## src/core/usr_defs.svh

```systemverilog
`ifndef USR_DEFS_SVH
`define USR_DEFS_SVH

// ----------------------------------------------------------------------
// Widths, reset value and select codes
// ----------------------------------------------------------------------
`define USR_WIDTH      8
`define USR_MSB        7
`define USR_RESET_VAL  8'h00
`define USR_SEL_HOLD   2'h0
`define USR_SEL_RIGHT  2'h1
`define USR_SEL_LEFT   2'h2
`define USR_SEL_LOAD   2'h3

`endif

```

## src/core/usr_pkg.sv

```systemverilog
`default_nettype none
`include "usr_defs.svh"

package usr_pkg;

    typedef enum logic [1:0] {
        USR_HOLD,
        USR_RIGHT,
        USR_LEFT,
        USR_LOAD
    } usr_mode_t;

    // Shared parallel pins, split into the driven level and its output enable.
    typedef struct packed {
        logic [`USR_MSB:0] data;
        logic [`USR_MSB:0] oe;
    } usr_par_out_t;

    typedef struct packed {
        logic serial_q0;
        logic serial_q7;
    } usr_serial_out_t;

endpackage

`default_nettype wire

```

## src/core/usr_shift_reg.sv

```systemverilog
// How it works
// - Eight-bit state changes only on clock edges.
// - Low master clear zeroes all bits.
// - Select 11 loads from parallel pins.
// - Select 01 shifts right from right serial.
// - Select 10 shifts left from left serial.
// - Select 00 holds stored value.
// - Either enable high floats parallel pins.
// - Operation continues while outputs are floated.
// - Load select also floats parallel pins.
// - End bits drive serial outputs continuously.
`default_nettype none
`include "usr_defs.svh"

module usr_shift_reg (
    input  wire logic                   mclk_in,
    input  wire logic                   srst_in,
    input  wire logic                   shift_clock_in,
    input  wire logic                   master_clear_n_in,
    input  wire logic [1:0]             mode_sel_in,
    input  wire logic                   right_shift_serial_in,
    input  wire logic                   left_shift_serial_in,
    input  wire logic                   out_en1_n_in,
    input  wire logic                   out_en2_n_in,
    input  wire logic [`USR_MSB:0]      par_data_in,
    output var usr_pkg::usr_par_out_t   par_out,
    output var usr_pkg::usr_serial_out_t serial_out
);

    // ------------------------------------------------------------------
    // Declarations
    // ------------------------------------------------------------------
    logic                     clk_prev_r;
    logic                     clk_prev_nxt;
    logic                     clk_rise;
    logic [`USR_MSB:0]        state_r;
    logic [`USR_MSB:0]        state_nxt;
    usr_pkg::usr_mode_t       mode;
    usr_pkg::usr_par_out_t    par_r;
    usr_pkg::usr_par_out_t    par_nxt;
    usr_pkg::usr_serial_out_t ser_r;
    usr_pkg::usr_serial_out_t ser_nxt;

    // ------------------------------------------------------------------
    // Helper functions
    // ------------------------------------------------------------------
    // Right shift moves every bit one place up and fills bit 0.
    function automatic logic [`USR_MSB:0] shift_right_f(
        input logic [`USR_MSB:0] value,
        input logic              fill
    );
        shift_right_f = {value[`USR_MSB-1:0], fill};
    endfunction

    // Left shift moves every bit one place down and fills the top bit.
    function automatic logic [`USR_MSB:0] shift_left_f(
        input logic [`USR_MSB:0] value,
        input logic              fill
    );
        shift_left_f = {fill, value[`USR_MSB:1]};
    endfunction

    // The select pins map one to one onto the four modes.
    function automatic usr_pkg::usr_mode_t decode_mode_f(
        input logic [1:0] sel
    );
        decode_mode_f = usr_pkg::usr_mode_t'(sel);
    endfunction

    // A rising edge is a high level that was low one system clock earlier.
    function automatic logic is_rise_f(
        input logic now_level,
        input logic prev_level
    );
        is_rise_f = now_level & ~prev_level;
    endfunction

    // The pins are driven only with both enables low and no load pending.
    function automatic logic pins_driven_f(
        input logic               en1_n,
        input logic               en2_n,
        input usr_pkg::usr_mode_t sel_mode
    );
        pins_driven_f = !en1_n && !en2_n && (sel_mode != usr_pkg::USR_LOAD);
    endfunction

    // ------------------------------------------------------------------
    // Shift clock edge detect
    // ------------------------------------------------------------------
    // The shift clock is sampled on the system clock, so it must run well
    // below half of the system clock rate; each detected edge is a
    // one-cycle enable pulse rather than a second clock.
    always_comb begin
        clk_prev_nxt = shift_clock_in;
        clk_rise     = is_rise_f(shift_clock_in, clk_prev_r);
        mode         = decode_mode_f(mode_sel_in);
    end

    always_ff @(posedge mclk_in) begin
        if (srst_in) begin
            clk_prev_r <= 1'b0;
        end else begin
            clk_prev_r <= clk_prev_nxt;
        end
    end

    // ------------------------------------------------------------------
    // Register state
    // ------------------------------------------------------------------
    // Master clear is sampled here rather than acting asynchronously,
    // because the block has one clock; it still wins over any edge.
    always_comb begin
        state_nxt = state_r;
        if (!master_clear_n_in) begin
            state_nxt = `USR_RESET_VAL;
        end else if (clk_rise) begin
            unique case (mode)
                usr_pkg::USR_LOAD: begin
                    state_nxt = par_data_in;
                end
                usr_pkg::USR_RIGHT: begin
                    state_nxt = shift_right_f(state_r, right_shift_serial_in);
                end
                usr_pkg::USR_LEFT: begin
                    state_nxt = shift_left_f(state_r, left_shift_serial_in);
                end
                usr_pkg::USR_HOLD: begin
                    state_nxt = state_r;
                end
            endcase
        end
    end

    always_ff @(posedge mclk_in) begin
        if (srst_in) begin
            state_r <= `USR_RESET_VAL;
        end else begin
            state_r <= state_nxt;
        end
    end

    // ------------------------------------------------------------------
    // Parallel pins
    // ------------------------------------------------------------------
    // Registered from the next state so the pins show a new value at the
    // same edge that takes it; the enable lags its inputs by one edge.
    always_comb begin
        par_nxt.data = state_nxt;
        if (pins_driven_f(out_en1_n_in, out_en2_n_in, mode)) begin
            par_nxt.oe = '1;
        end else begin
            par_nxt.oe = '0;
        end
    end

    always_ff @(posedge mclk_in) begin
        if (srst_in) begin
            par_r <= '0;
        end else begin
            par_r <= par_nxt;
        end
    end

    // ------------------------------------------------------------------
    // Serial outputs
    // ------------------------------------------------------------------
    // The end bits are shown whatever the enables do, so a chain of
    // registers keeps shifting while the shared pins are floated.
    always_comb begin
        ser_nxt.serial_q0 = state_nxt[0];
        ser_nxt.serial_q7 = state_nxt[`USR_MSB];
    end

    always_ff @(posedge mclk_in) begin
        if (srst_in) begin
            ser_r <= '0;
        end else begin
            ser_r <= ser_nxt;
        end
    end

    // ------------------------------------------------------------------
    // Output ports
    // ------------------------------------------------------------------
    assign par_out    = par_r;
    assign serial_out = ser_r;

endmodule

`default_nettype wire

```

## config.mk

```make
export PLATFORM = sky130hd
export DESIGN_NAME = usr_shift_reg
export DESIGN_NICKNAME = d
export VERILOG_FILES = /design/src/core/usr_pkg.sv /design/src/core/usr_shift_reg.sv
export VERILOG_INCLUDE_DIRS = /design/src /design/src/core
export SDC_FILE = /design/constraint.sdc
export NUM_CORES = 1
export LEC_CHECK = 0
export BUFFER_PORTS_ARGS = -buffer_cell sky130_fd_sc_hd__buf_4
export CORE_AREA = 2 2 53 55
export CTS_BUF_LIST = sky130_fd_sc_hd__clkbuf_8
export DETAILED_ROUTE_END_ITERATION = 16
export DIE_AREA = 0 0 55 57
export PLACE_DENSITY_LB_ADDON = 0.12
export SYNTH_ARGS = -nofsm -noshare
export SYNTH_HDL_FRONTEND = slang
export SYNTH_SLANG_ARGS = --single-unit
```

## constraint.sdc

```tcl
create_clock -name mclk_in -period 1.5 [get_ports mclk_in]
set_input_delay 0.225 -clock mclk_in [delete_from_list [all_inputs] [get_ports mclk_in]]
set_output_delay 0.225 -clock mclk_in [all_outputs]
set_load 0.05 [all_outputs]
```

==> metrics.txt, run 1 <==
peak supply drop 0.4153 mV; Seq cells post-synth 10; Post-Syn Area per Cell 10.20 sq um; Final Max Tran Viols 0; # diodes 0; crit path kind register to register; Post-CTS Resized 0; Post-synth top cells dfxtp_1 (10), buf_4 (9); final setup vio count 0; drt pass-1 iters 4; worst min-delay path category input port to register; Netlist Area Pre-Place 683.2 sq um; Yosys top cell area share 29.30%; CTS buffer count 3; RSZ-0062 raised after global routing no; cell count after synthesis 67; Worst Path Max Fanout 5; placed cell area 887.1 sq um; Initial Util 26.12%; Layout Nets 112; Die Ht 57 um; WL final 1.646 mm; sequential power share 34.1%; Final ANT Viol Nets 0; EDFF count, synth 0; Hold Crit Start out_en2_n_in; Ys Warns 0; die area 3135 sq um; largest net degree at the start of global routing 14; GRT Util Overall 11.82%; Yosys top cell by area dfxtp_1; unique cell type count in the Yosys netlist 22; Worst-Skew Late Latency 0.23 ns; port bufs 35; Hold Fails Final Rpt 0; P&R area growth vs syn 37.91%; status complete, no violations; final worst path period need 1.180 ns; Critical Path RT 1.60 ns; DR WL/cell 13.27 um; Worst EP arrival 1.28 ns; RD Place Congestion 0.6262; hold endpoint par_out[6]; r2r startpoint serial_out[0]; vias in the first global route 590; Final Skew 0.002416 ns; Tcrit/Tclk final 78.67%; core area 2615 sq um; CTS tree yes; number of H-tree levels 1; Num Clock Sinks 10; Sw Pwr 0.0002408 W; final instance area 942.2 sq um; drt drc 0; CP Launch Point serial_out[0]; flop-to-flop setup slack 0.32 ns; hold path depth 2; maxcap violations 0; Reg-to-Reg End serial_out[0]; actual slew at the worst max-slew pin 0.5081 ns; cell internal pwr 0.0005995 W; sequential-to-total area share from yosys stat 29.30%; post-DP HPWL 1.232 mm; Net Sw Frac 28.66%; share of cells above drive strength 1 60.22%; most common cell in the netlist dfxtp_1; Reg clk slew, reported paths 0.05 ns; Crit. End Element register; Rows 19; Slew headroom 66.13%; P_leak 0.4101 nW; reg2reg path depth 3; global-route wire length before repair 2.670 mm; clock power share 40.3%; DR iter-0 viols 8; Die W 55 um; DR vias 589; ranking of synthesized cells by area dfxtp_1 (29%), a211oi_2 (11%), buf_4 (9.9%); hold bufs inserted after CTS 0; total grt overflow 0; Fmax 0.8474 GHz; clock buffer depth 2; Synthesized Nets 85; IO Count 36; ys async rst share 0%; clk root buf clkbuf_8; Fillers 292; CP startpoint kind register; most common flop cell mapped by yosys dfxtp_1; Logic pwr share 25.6%; via/cell ratio 4.750; Power Dens Cells 891.8 nW/um^2; setup_tns 0 ns; Post-CTS Setup Bufs 0; initial antenna violation count 0
-- metal layers --
metal / track usage (%) / wire [um] / vias to the layer above
met3: 3.141 / 65 / 2
met4: 4.181 / 21 / 0
li1: - / - / 291
met1: 16.75 / 752 / 284
met2: 17.18 / 806 / 12
met5: 0 / 0 / -
-- flip-flops by register name, indices dropped and copies added, names as in the netlist --
name / count
clk_prev_r: 1
par_out: 8
serial_out: 1
-- per-stage QoR --
| step | instances | hold slack, ns | worst slack (ns) | power, W | utilization [%] |
|---|---|---|---|---|---|
| 2_1_floorplan | 67 | 0.2966 | 0.1687 | 0.0004487 | - |
| 3_3_place_gp | 120 | 0.4047 | 0.2169 | 0.0005081 | 33.92 |
| 3_5_place_dp | 120 | 0.4041 | 0.1690 | 0.0005085 | 33.92 |
| 4_1_cts | 124 | 0.1544 | 0.3115 | 0.0008525 | 36.03 |
| 5_1_grt | 124 | 0.1545 | 0.2339 | 0.0008809 | 36.03 |
| 6_report | 124 | 0.1583 | 0.3199 | 0.0008403 | 36.03 |
-- cell usage in the layout (no fill, tap or decap) --
cell type | Yosys | final
a2111oi_0 | 1 | 1
a211oi_2 | 6 | 6
a21o_1 | 1 | 1
a21oi_1 | 6 | 6
a221oi_2 | 1 | 1
a22o_1 | 1 | 1
a22oi_1 | 6 | 6
and2_4 | 1 | 1
buf_4 | 9 | 38
clkbuf_8 | 0 | 4
dfxtp_1 | 10 | 10
inv_1 | 2 | 2
mux2_2 | 6 | 6
mux2i_1 | 2 | 2
mux4_1 | 1 | 1
nand2b_1 | 1 | 1
nor2_1 | 1 | 1
nor2b_1 | 3 | 3
o211ai_1 | 1 | 1
or2_1 | 1 | 1
-- power groups by stage --
stage | logic (W) | clock network [W] | registers, W
global route | 0.000230 | 0.000362 | 0.000288
floorplan | 0.000131 | 0 | 0.000318
CTS | 0.000217 | 0.000349 | 0.000286
global placement | 0.000216 | 0 | 0.000292
finish | 0.000215 | 0.000339 | 0.000286
detailed placement | 0.000217 | 0 | 0.000292
-- critical path, cell delays in order, from the launching register on --
cell and delay [ns]:
dfxtp_1 0.35, mux4_1 0.49, mux2i_1 0.17, nor2_1 0.05
-- how the worst max path moves through the flow --
stage                                to  slack (ns)  cells past startpoint
after floorplan           serial_out[0]        0.17                      3
after global placement    serial_out[0]        0.22                      4
after detailed placement  serial_out[0]        0.17                      4
after CTS                 serial_out[0]        0.31                      3
after global routing      serial_out[0]        0.23                      3
final                     serial_out[0]        0.32                      3
-- final cells by class --
class,count,area [sq um],share of cell area [%]
Inverter,2,7.507,0.7968
Clock buffer,4,55.05,5.843
Sequential cell,10,200.2,21.25
Multi-Input combinational cell,39,355.3,37.72
Tap cell,31,38.79,4.117
Timing Repair Buffer,38,285.3,30.28
-- kinds of logic (layout without fill, tap and decap cells) --
group	Yosys count	in the layout	share of synthesized area, %
AO/OA/AOI/OAI	23	23	28.94
buffers and inverters	18	44	18.68
flip-flops	10	10	29.30
multiplexers	9	9	16.67
AND/OR/NAND/NOR	7	7	6.411
Power figures use the tool's default switching activity.
==> inputs of run 2 (changes only) <==
--- a/config.mk
+++ b/config.mk
@@ -6,11 +6,12 @@
 export SDC_FILE = /design/constraint.sdc
 export NUM_CORES = 1
 export LEC_CHECK = 0
+export ABC_AREA = 1
 export BUFFER_PORTS_ARGS = -buffer_cell sky130_fd_sc_hd__buf_4
-export CORE_AREA = 2 2 53 55
+export CORE_AREA = 2 2 50 52
 export CTS_BUF_LIST = sky130_fd_sc_hd__clkbuf_8
 export DETAILED_ROUTE_END_ITERATION = 16
-export DIE_AREA = 0 0 55 57
+export DIE_AREA = 0 0 52 54
 export PLACE_DENSITY_LB_ADDON = 0.12
 export SYNTH_ARGS = -nofsm -noshare
 export SYNTH_HDL_FRONTEND = slang
==> constraint.sdc (replaced) <==
create_clock -name mclk_in -period 1 [get_ports mclk_in]
set_input_delay 0.15 -clock mclk_in [delete_from_list [all_inputs] [get_ports mclk_in]]
set_output_delay 0.15 -clock mclk_in [all_outputs]
set_load 0.05 [all_outputs]
==> metrics.txt, run 2 <==
Net Sw Frac 30.27% (was 28.66%); post-DP HPWL 1.229 mm (was 1.232 mm); wire length on met3 115 um (was 65 um); Worst Path Max Fanout 8 (was 5); Post-Syn Area per Cell 6.204 sq um (was 10.20 sq um); core area 2320 sq um (was 2615 sq um); cell internal pwr 0.0007934 W (was 0.0005995 W); Post-Layout Cell Count 159 (was 124); CP Buf/Inv Count 1 (was 0); crit-path cells buf_4 (was mux4_1 > mux2i_1 > nor2_1); GRT Util Overall 12.71% (was 11.82%); drt pass-1 iters 4 (unchanged); Reg area 211.5 sq um (was 200.2 sq um); peak supply drop 0.8224 mV (was 0.4153 mV); Initial Util 25.94% (was 26.12%); r2r startpoint clk_prev_r (was serial_out[0]); Min Hold Slack 0.06993 ns (was 0.1583 ns); Die W 52 um (was 55 um); Synthesized Nets 115 (was 85); IO Count 36 (unchanged); cell count after synthesis 97 (was 67); drt drc 0 (unchanged); WL final 1.684 mm (was 1.646 mm); Layout Nets 149 (was 112); Critical Path Max Stage Delay 0.38 ns (was 0.49 ns); Tcrit/Tclk final 97.89%; commonest non-fill, non-tap cell in the layout buf_4 (unchanged); sequential-to-total area share from yosys stat 33.26% (was 29.30%); largest net degree at the start of global routing 9 (was 14); unique cell type count in the Yosys netlist 12 (was 22); initial antenna violation count 0 (unchanged); Worst EP arrival 0.83 ns (was 1.28 ns); met1 WL 793 um (was 752 um); crit path kind register to output port (was register to register); highest routed metal layer met4 (unchanged); ranking of synthesized cells by area dfxtp_1 (33%), nand2_1 (17%), a21oi_1 (12%) (was dfxtp_1 (29%), a211oi_2 (11%), buf_4 (9.9%)); global-route wire length before repair 2.587 mm (was 2.670 mm); P&R area growth vs syn 54.05% (was 37.91%); clock power share 36.3% (was 40.3%); actual slew at the worst max-slew pin 0.2947 ns (was 0.5081 ns); most common flop cell mapped by yosys dfxtp_1 (unchanged); RSZ-0062 raised after global routing yes (was no); Power Dens Cells 1227 nW/um^2 (was 891.8 nW/um^2); PnR Total Power 0.001138 W (was 0.0008403 W); number of H-tree levels 1 (unchanged); Final ANT Viol Nets 0 (unchanged); Logic pwr share 25.7% (was 25.6%); Die Ht 54 um (was 57 um); max reg flops 8 (unchanged); clock buffer depth 2 (unchanged); slowest stage cell, crit path dfxtp_2 (was mux4_1); Fmax 1.022 GHz; reg2reg path depth 4 (was 3); DR WL/cell 10.59 um (was 13.27 um); RD Place Congestion 0.7507 (was 0.6262); DR iter-0 viols 26 (was 8); commonest cells after routing, fill and taps aside buf_4 (36), nand2_1 (26), a21oi_1 (14), inv_1 (12), dfxtp_2 (9) (was buf_4 (38), dfxtp_1 (10)); Netlist Area Pre-Place 601.8 sq um (was 683.2 sq um); EDFF count, synth 0 (unchanged); flop-to-flop setup slack 0.05 ns (was 0.32 ns); Slew headroom 80.33% (was 66.13%); # diodes 0 (unchanged); Final Max Tran Viols 0 (unchanged); share of cells above drive strength 1 44.19% (was 60.22%); Yosys top cell by area dfxtp_1 (unchanged); final worst path period need 0.9789 ns; P_leak 0.4652 nW (was 0.4101 nW); Fillers 253 (was 292); Seq cells post-synth 10 (unchanged); status complete, no violations (unchanged); Critical Path RT 0.85 ns (was 1.60 ns); Sw Pwr 0.0003445 W (was 0.0002408 W); CTS tree yes (unchanged); total grt overflow 0 (unchanged); DR vias 698 (was 589); clk root buf clkbuf_8 (unchanged); Num Clock Sinks 10 (unchanged); setup_tns 0 ns (unchanged); via/cell ratio 4.390 (was 4.750); ys async rst share 0% (unchanged); maxcap violations 0 (unchanged); Reg-to-Reg End par_out[10] (was serial_out[0]); hold endpoint par_out[6] (unchanged); Final Skew 0.002538 ns (was 0.002416 ns); Routed met2 length 765 um (was 806 um); hold path depth 2 (unchanged); CTS buffer count 3 (unchanged); CP startpoint kind register (unchanged); Ys Warns 0 (unchanged); worst min-delay path category input port to register (unchanged); Hold Fails Final Rpt 0 (unchanged); port bufs 35 (unchanged); most common cell in the netlist nand2_1 (was dfxtp_1); Rows 18 (was 19); family with the most delay on the worst path flip-flops (was multiplexers); sequential power share 38.1% (was 34.1%); vias in the first global route 571 (was 590); Hold Crit Start out_en2_n_in (unchanged); Crit. End Element output port (was register); Reg clk slew, reported paths 0.05 ns (about the same); Yosys top cell area share 33.26% (was 29.30%); Worst-Skew Late Latency 0.23 ns (about the same); die area 2808 sq um (was 3135 sq um); Post-synth top cells nand2_1 (28), a21oi_1 (14), inv_1 (12) (was dfxtp_1 (10), buf_4 (9)); multi-input combinational cell area 295.3 sq um (was 355.3 sq um); placed insts 156 (was 120); final setup vio count 0 (unchanged)
[run 2: worst max path at each step]
| stage | cells after the start | startpoint | endpoint | slack, ns |
|---|---|---|---|---|
| floorplan | 1 | par_out[6] | par_out[1] | 0.07 |
| global placement | 4 | clk_prev_r | par_out[8] | 0.005 |
| detailed placement | 4 | clk_prev_r | par_out[10] | -0.002 |
| CTS | 1 | par_out[6] | par_out[6] | 0.009 |
| global route | 1 | par_out[6] | par_out[2] | -0.02 |
| finish | 1 | par_out[6] | par_out[7] | 0.02 |
[run 2: power by group through the flow]
stage / Clock (W) / Sequential [W] / Combinational, W
global placement: 0 / 0.000440 / 0.000284
global route: 0.000461 / 0.000435 / 0.000314
CTS: 0.000432 / 0.000432 / 0.000287
floorplan: 0 / 0.000480 / 0.000132
finish: 0.000413 / 0.000433 / 0.000292
detailed placement: 0 / 0.000440 / 0.000285
[run 2: through the flow]
stage	utilization [%]	setup WS [ns]	instance area, sq um
floorplan	-	0.06745	613.1
global placement	37.43	0.005128	868.3
detailed placement	37.43	-0.002313	868.3
CTS	39.32	0.008963	912.1
global route	39.97	-0.02251	927.1
finish	39.97	0.02109	927.1
[run 2: final cells by class]
cell class / count / share of cell area (%)
Sequential cell: 10 / 22.81
Timing Repair Buffer: 38 / 31.58
Clock buffer: 3 / 4.453
Multi-Input combinational cell: 65 / 31.85
Tap cell: 30 / 4.049
Inverter: 13 / 5.263
[run 2: layer usage]
metal,track usage [%],up-vias
met1,16.92,312
met3,2.778,2
met2,19.20,22
met4,6.579,0
li1,-,362
met5,0,-
[run 2: logic make-up after synthesis]
group                  Yosys count  share of synthesized area [%]
AOI/OAI and AO/OA               23                          19.54
buffers and inverters           22                          19.33
DFF                             10                          33.26
and+or+nand+nor                 42                          27.86
[run 2: timing repair]
| item | 4_1_cts | 5_1_grt |
|---|---|---|
| endpoints found under the setup margin | 7 | 17 |
| buffers inserted | 0 | 0 |
| gates resized for setup | 1 | 9 |
| hold buffers | 0 | 0 |
| pin swaps | 0 | 1 |
==> inputs of run 3 (changes only) <==
--- a/config.mk
+++ b/config.mk
@@ -6,12 +6,11 @@
 export SDC_FILE = /design/constraint.sdc
 export NUM_CORES = 1
 export LEC_CHECK = 0
-export ABC_AREA = 1
 export BUFFER_PORTS_ARGS = -buffer_cell sky130_fd_sc_hd__buf_4
-export CORE_AREA = 2 2 50 52
+export CORE_AREA = 2 2 53 55
 export CTS_BUF_LIST = sky130_fd_sc_hd__clkbuf_8
 export DETAILED_ROUTE_END_ITERATION = 16
-export DIE_AREA = 0 0 52 54
+export DIE_AREA = 0 0 55 57
 export PLACE_DENSITY_LB_ADDON = 0.12
 export SYNTH_ARGS = -nofsm -noshare
 export SYNTH_HDL_FRONTEND = slang
==> constraint.sdc (replaced) <==
create_clock -name mclk_in -period 1.1 [get_ports mclk_in]
set_input_delay 0.165 -clock mclk_in [delete_from_list [all_inputs] [get_ports mclk_in]]
set_output_delay 0.165 -clock mclk_in [all_outputs]
set_load 0.05 [all_outputs]
==> metrics.txt, run 3 (synthesis gave the netlist of run 1 again) <==
status complete, no violations (unchanged); global-route wire length before repair 2.753 mm (was 2.587 mm); total grt overflow 0 (unchanged); actual slew at the worst max-slew pin 0.3034 ns (was 0.2947 ns); family with the most delay on the worst path multiplexers (was flip-flops); CP startpoint kind register (unchanged); largest net degree at the start of global routing 11 (was 9); CP Buf/Inv Count 0 (was 1); Worst-Skew Late Latency 0.23 ns (about the same); Final Skew 0.0003579 ns (was 0.002538 ns); drt pass-1 iters 4 (unchanged); Reg area 211.5 sq um (unchanged); WL final 1.685 mm (was 1.684 mm); Tcrit/Tclk final 97.00%; crit-path cells mux4_2 > mux2i_1 > nor2_1 (was buf_4); PnR worst setup slack 0.03305 ns (was 0.02109 ns); hold bufs inserted after CTS 0 (unchanged); core area 2615 sq um (was 2320 sq um); commonest non-fill, non-tap cell in the layout buf_4 (unchanged); Final ANT Viol Nets 0 (unchanged); max reg flops 8 (unchanged); RD Place Congestion 0.6947 (was 0.7507); flop-to-flop setup slack 0.03 ns (was 0.05 ns); slowest stage cell, crit path mux4_2 (was dfxtp_2); drt drc 0 (unchanged); Layout Nets 122 (was 149); clock buffer depth 2 (unchanged); Crit path depth 3 (was 1); DR WL/cell 12.67 um (was 10.59 um); IO Count 36 (unchanged); Die W 55 um (was 52 um); CTS buffer count 3 (unchanged); PnR Total Power 0.001093 W (was 0.001138 W); GRT Util Overall 12.27% (was 12.71%); number of H-tree levels 1 (unchanged); worst min-delay path category input port to register (unchanged); die area 3135 sq um (was 2808 sq um); Reg-to-Reg End serial_out[0] (was par_out[10]); Worst Path Max Fanout 2 (was 8); post-DP HPWL 1.288 mm (was 1.229 mm); Fillers 275 (was 253); Rows 19 (was 18); hold endpoint par_out[6] (unchanged); via/cell ratio 4.526 (was 4.390); Reg clk slew, reported paths 0.05 ns (about the same); Critical Path Max Stage Delay 0.45 ns (was 0.38 ns); final core utilization 38.66% (was 39.97%); setup_tns 0 ns (unchanged); CTS tree yes (unchanged); P_leak 0.4503 nW (was 0.4652 nW); RSZ-0062 raised after global routing yes (unchanged); Worst EP arrival 1.19 ns (was 0.83 ns); Num Clock Sinks 10 (unchanged); commonest cells after routing, fill and taps aside buf_4 (48), dfxtp_2 (9) (was buf_4 (36), nand2_1 (26), a21oi_1 (14), inv_1 (12), dfxtp_2 (9)); initial antenna violation count 0 (unchanged); final worst path period need 1.067 ns; Critical Path RT 1.23 ns (was 0.85 ns); r2r startpoint par_out[14] (was clk_prev_r); peak supply drop 0.4952 mV (was 0.8224 mV); hold path depth 2 (unchanged); final setup vio count 0 (unchanged); clk root buf clkbuf_8 (unchanged); port bufs 35 (unchanged); Hold Crit Start out_en2_n_in (unchanged); share of cells above drive strength 1 73.53% (was 44.19%); # diodes 0 (unchanged); crit path kind register to register (was register to output port); Final Max Tran Viols 0 (unchanged); maxcap violations 0 (unchanged); DR vias 602 (was 698); Fmax 0.9373 GHz; Crit. End Element register (was output port); P&R area growth vs syn 47.99% (was 54.05%); vias in the first global route 606 (was 571); Power Dens Cells 1081 nW/um^2 (was 1227 nW/um^2); multi-input combinational cell area 351.6 sq um (was 295.3 sq um); reg2reg path depth 3 (was 4); Initial Util 26.12% (was 25.94%); Hold Fails Final Rpt 0 (unchanged); DR iter-0 viols 7 (was 26); Slew headroom 79.25% (was 80.33%); Post-CTS Setup Bufs 0 (unchanged); dpl ws -0.07171 ns (was -0.002313 ns); Die Ht 57 um (was 54 um)
run 3: changes by cell type in the layout (fill, tap and decap cells not counted), moves of 8 or more:
cell and change:
a21oi_1 -8, buf_4 +12, nand2_1 -26, inv_1 -10
run 3: per-stage QoR:
step | std cells | hold slack (ns) | cell area, sq um
detailed placement | 130 | 0.3345 | 973.4
global route | 133 | 0.08822 | 1011
global placement | 130 | 0.3310 | 973.4
floorplan | 67 | 0.2366 | 694.4
finish | 133 | 0.09013 | 1011
CTS | 133 | 0.08168 | 1011
run 3: worst max path at each step:
stage / from / endpoint / slack (ns)
final: par_out[14] / serial_out[0] / 0.03
after CTS: par_out[14] / serial_out[0] / 0.03
after global placement: mode_sel_in[1] / serial_out[0] / -0.03
after detailed placement: mode_sel_in[1] / serial_out[0] / -0.07
after global routing: par_out[14] / serial_out[0] / -0.07
after floorplan: serial_out[0] / serial_out[0] / -0.11
run 3: worst register-to-register path, delay by kind of cell (launching register included):
family / cells / cell delay [ns]
muxes: 2 / 0.60
DFF: 1 / 0.32
and+or+nand+nor: 1 / 0.05
run 3: final cells by class:
type | count | share of cell area (%)
clock buffer | 3 | 4.084
inverter | 2 | 0.7426
multi-input combinational | 39 | 34.78
sequential | 10 | 20.92
tap | 31 | 3.837
timing repair buffer | 48 | 35.64
run 3: per-layer routing:
layer	GRT usage, %	up-vias	routed length (um)
li1	-	309	-
met2	17.86	17	826
met1	16.50	274	747
met5	0	-	0
met3	1.571	2	82
met4	8.362	0	27
run 3: repair_timing:
item	CTS	global route
resized for setup	1	0
gates cloned	0	0
endpoints found under the setup margin	1	1
run 3: power by group:
part / switching [W] / internal, W / leakage (nW)
clock: 0.000143 / 0.000240 / 0.0216
combinational: 0.000172 / 0.000147 / 0.343
sequential: 0.0000118 / 0.000379 / 0.0857
total: 0.000327 / 0.000766 / 0.450
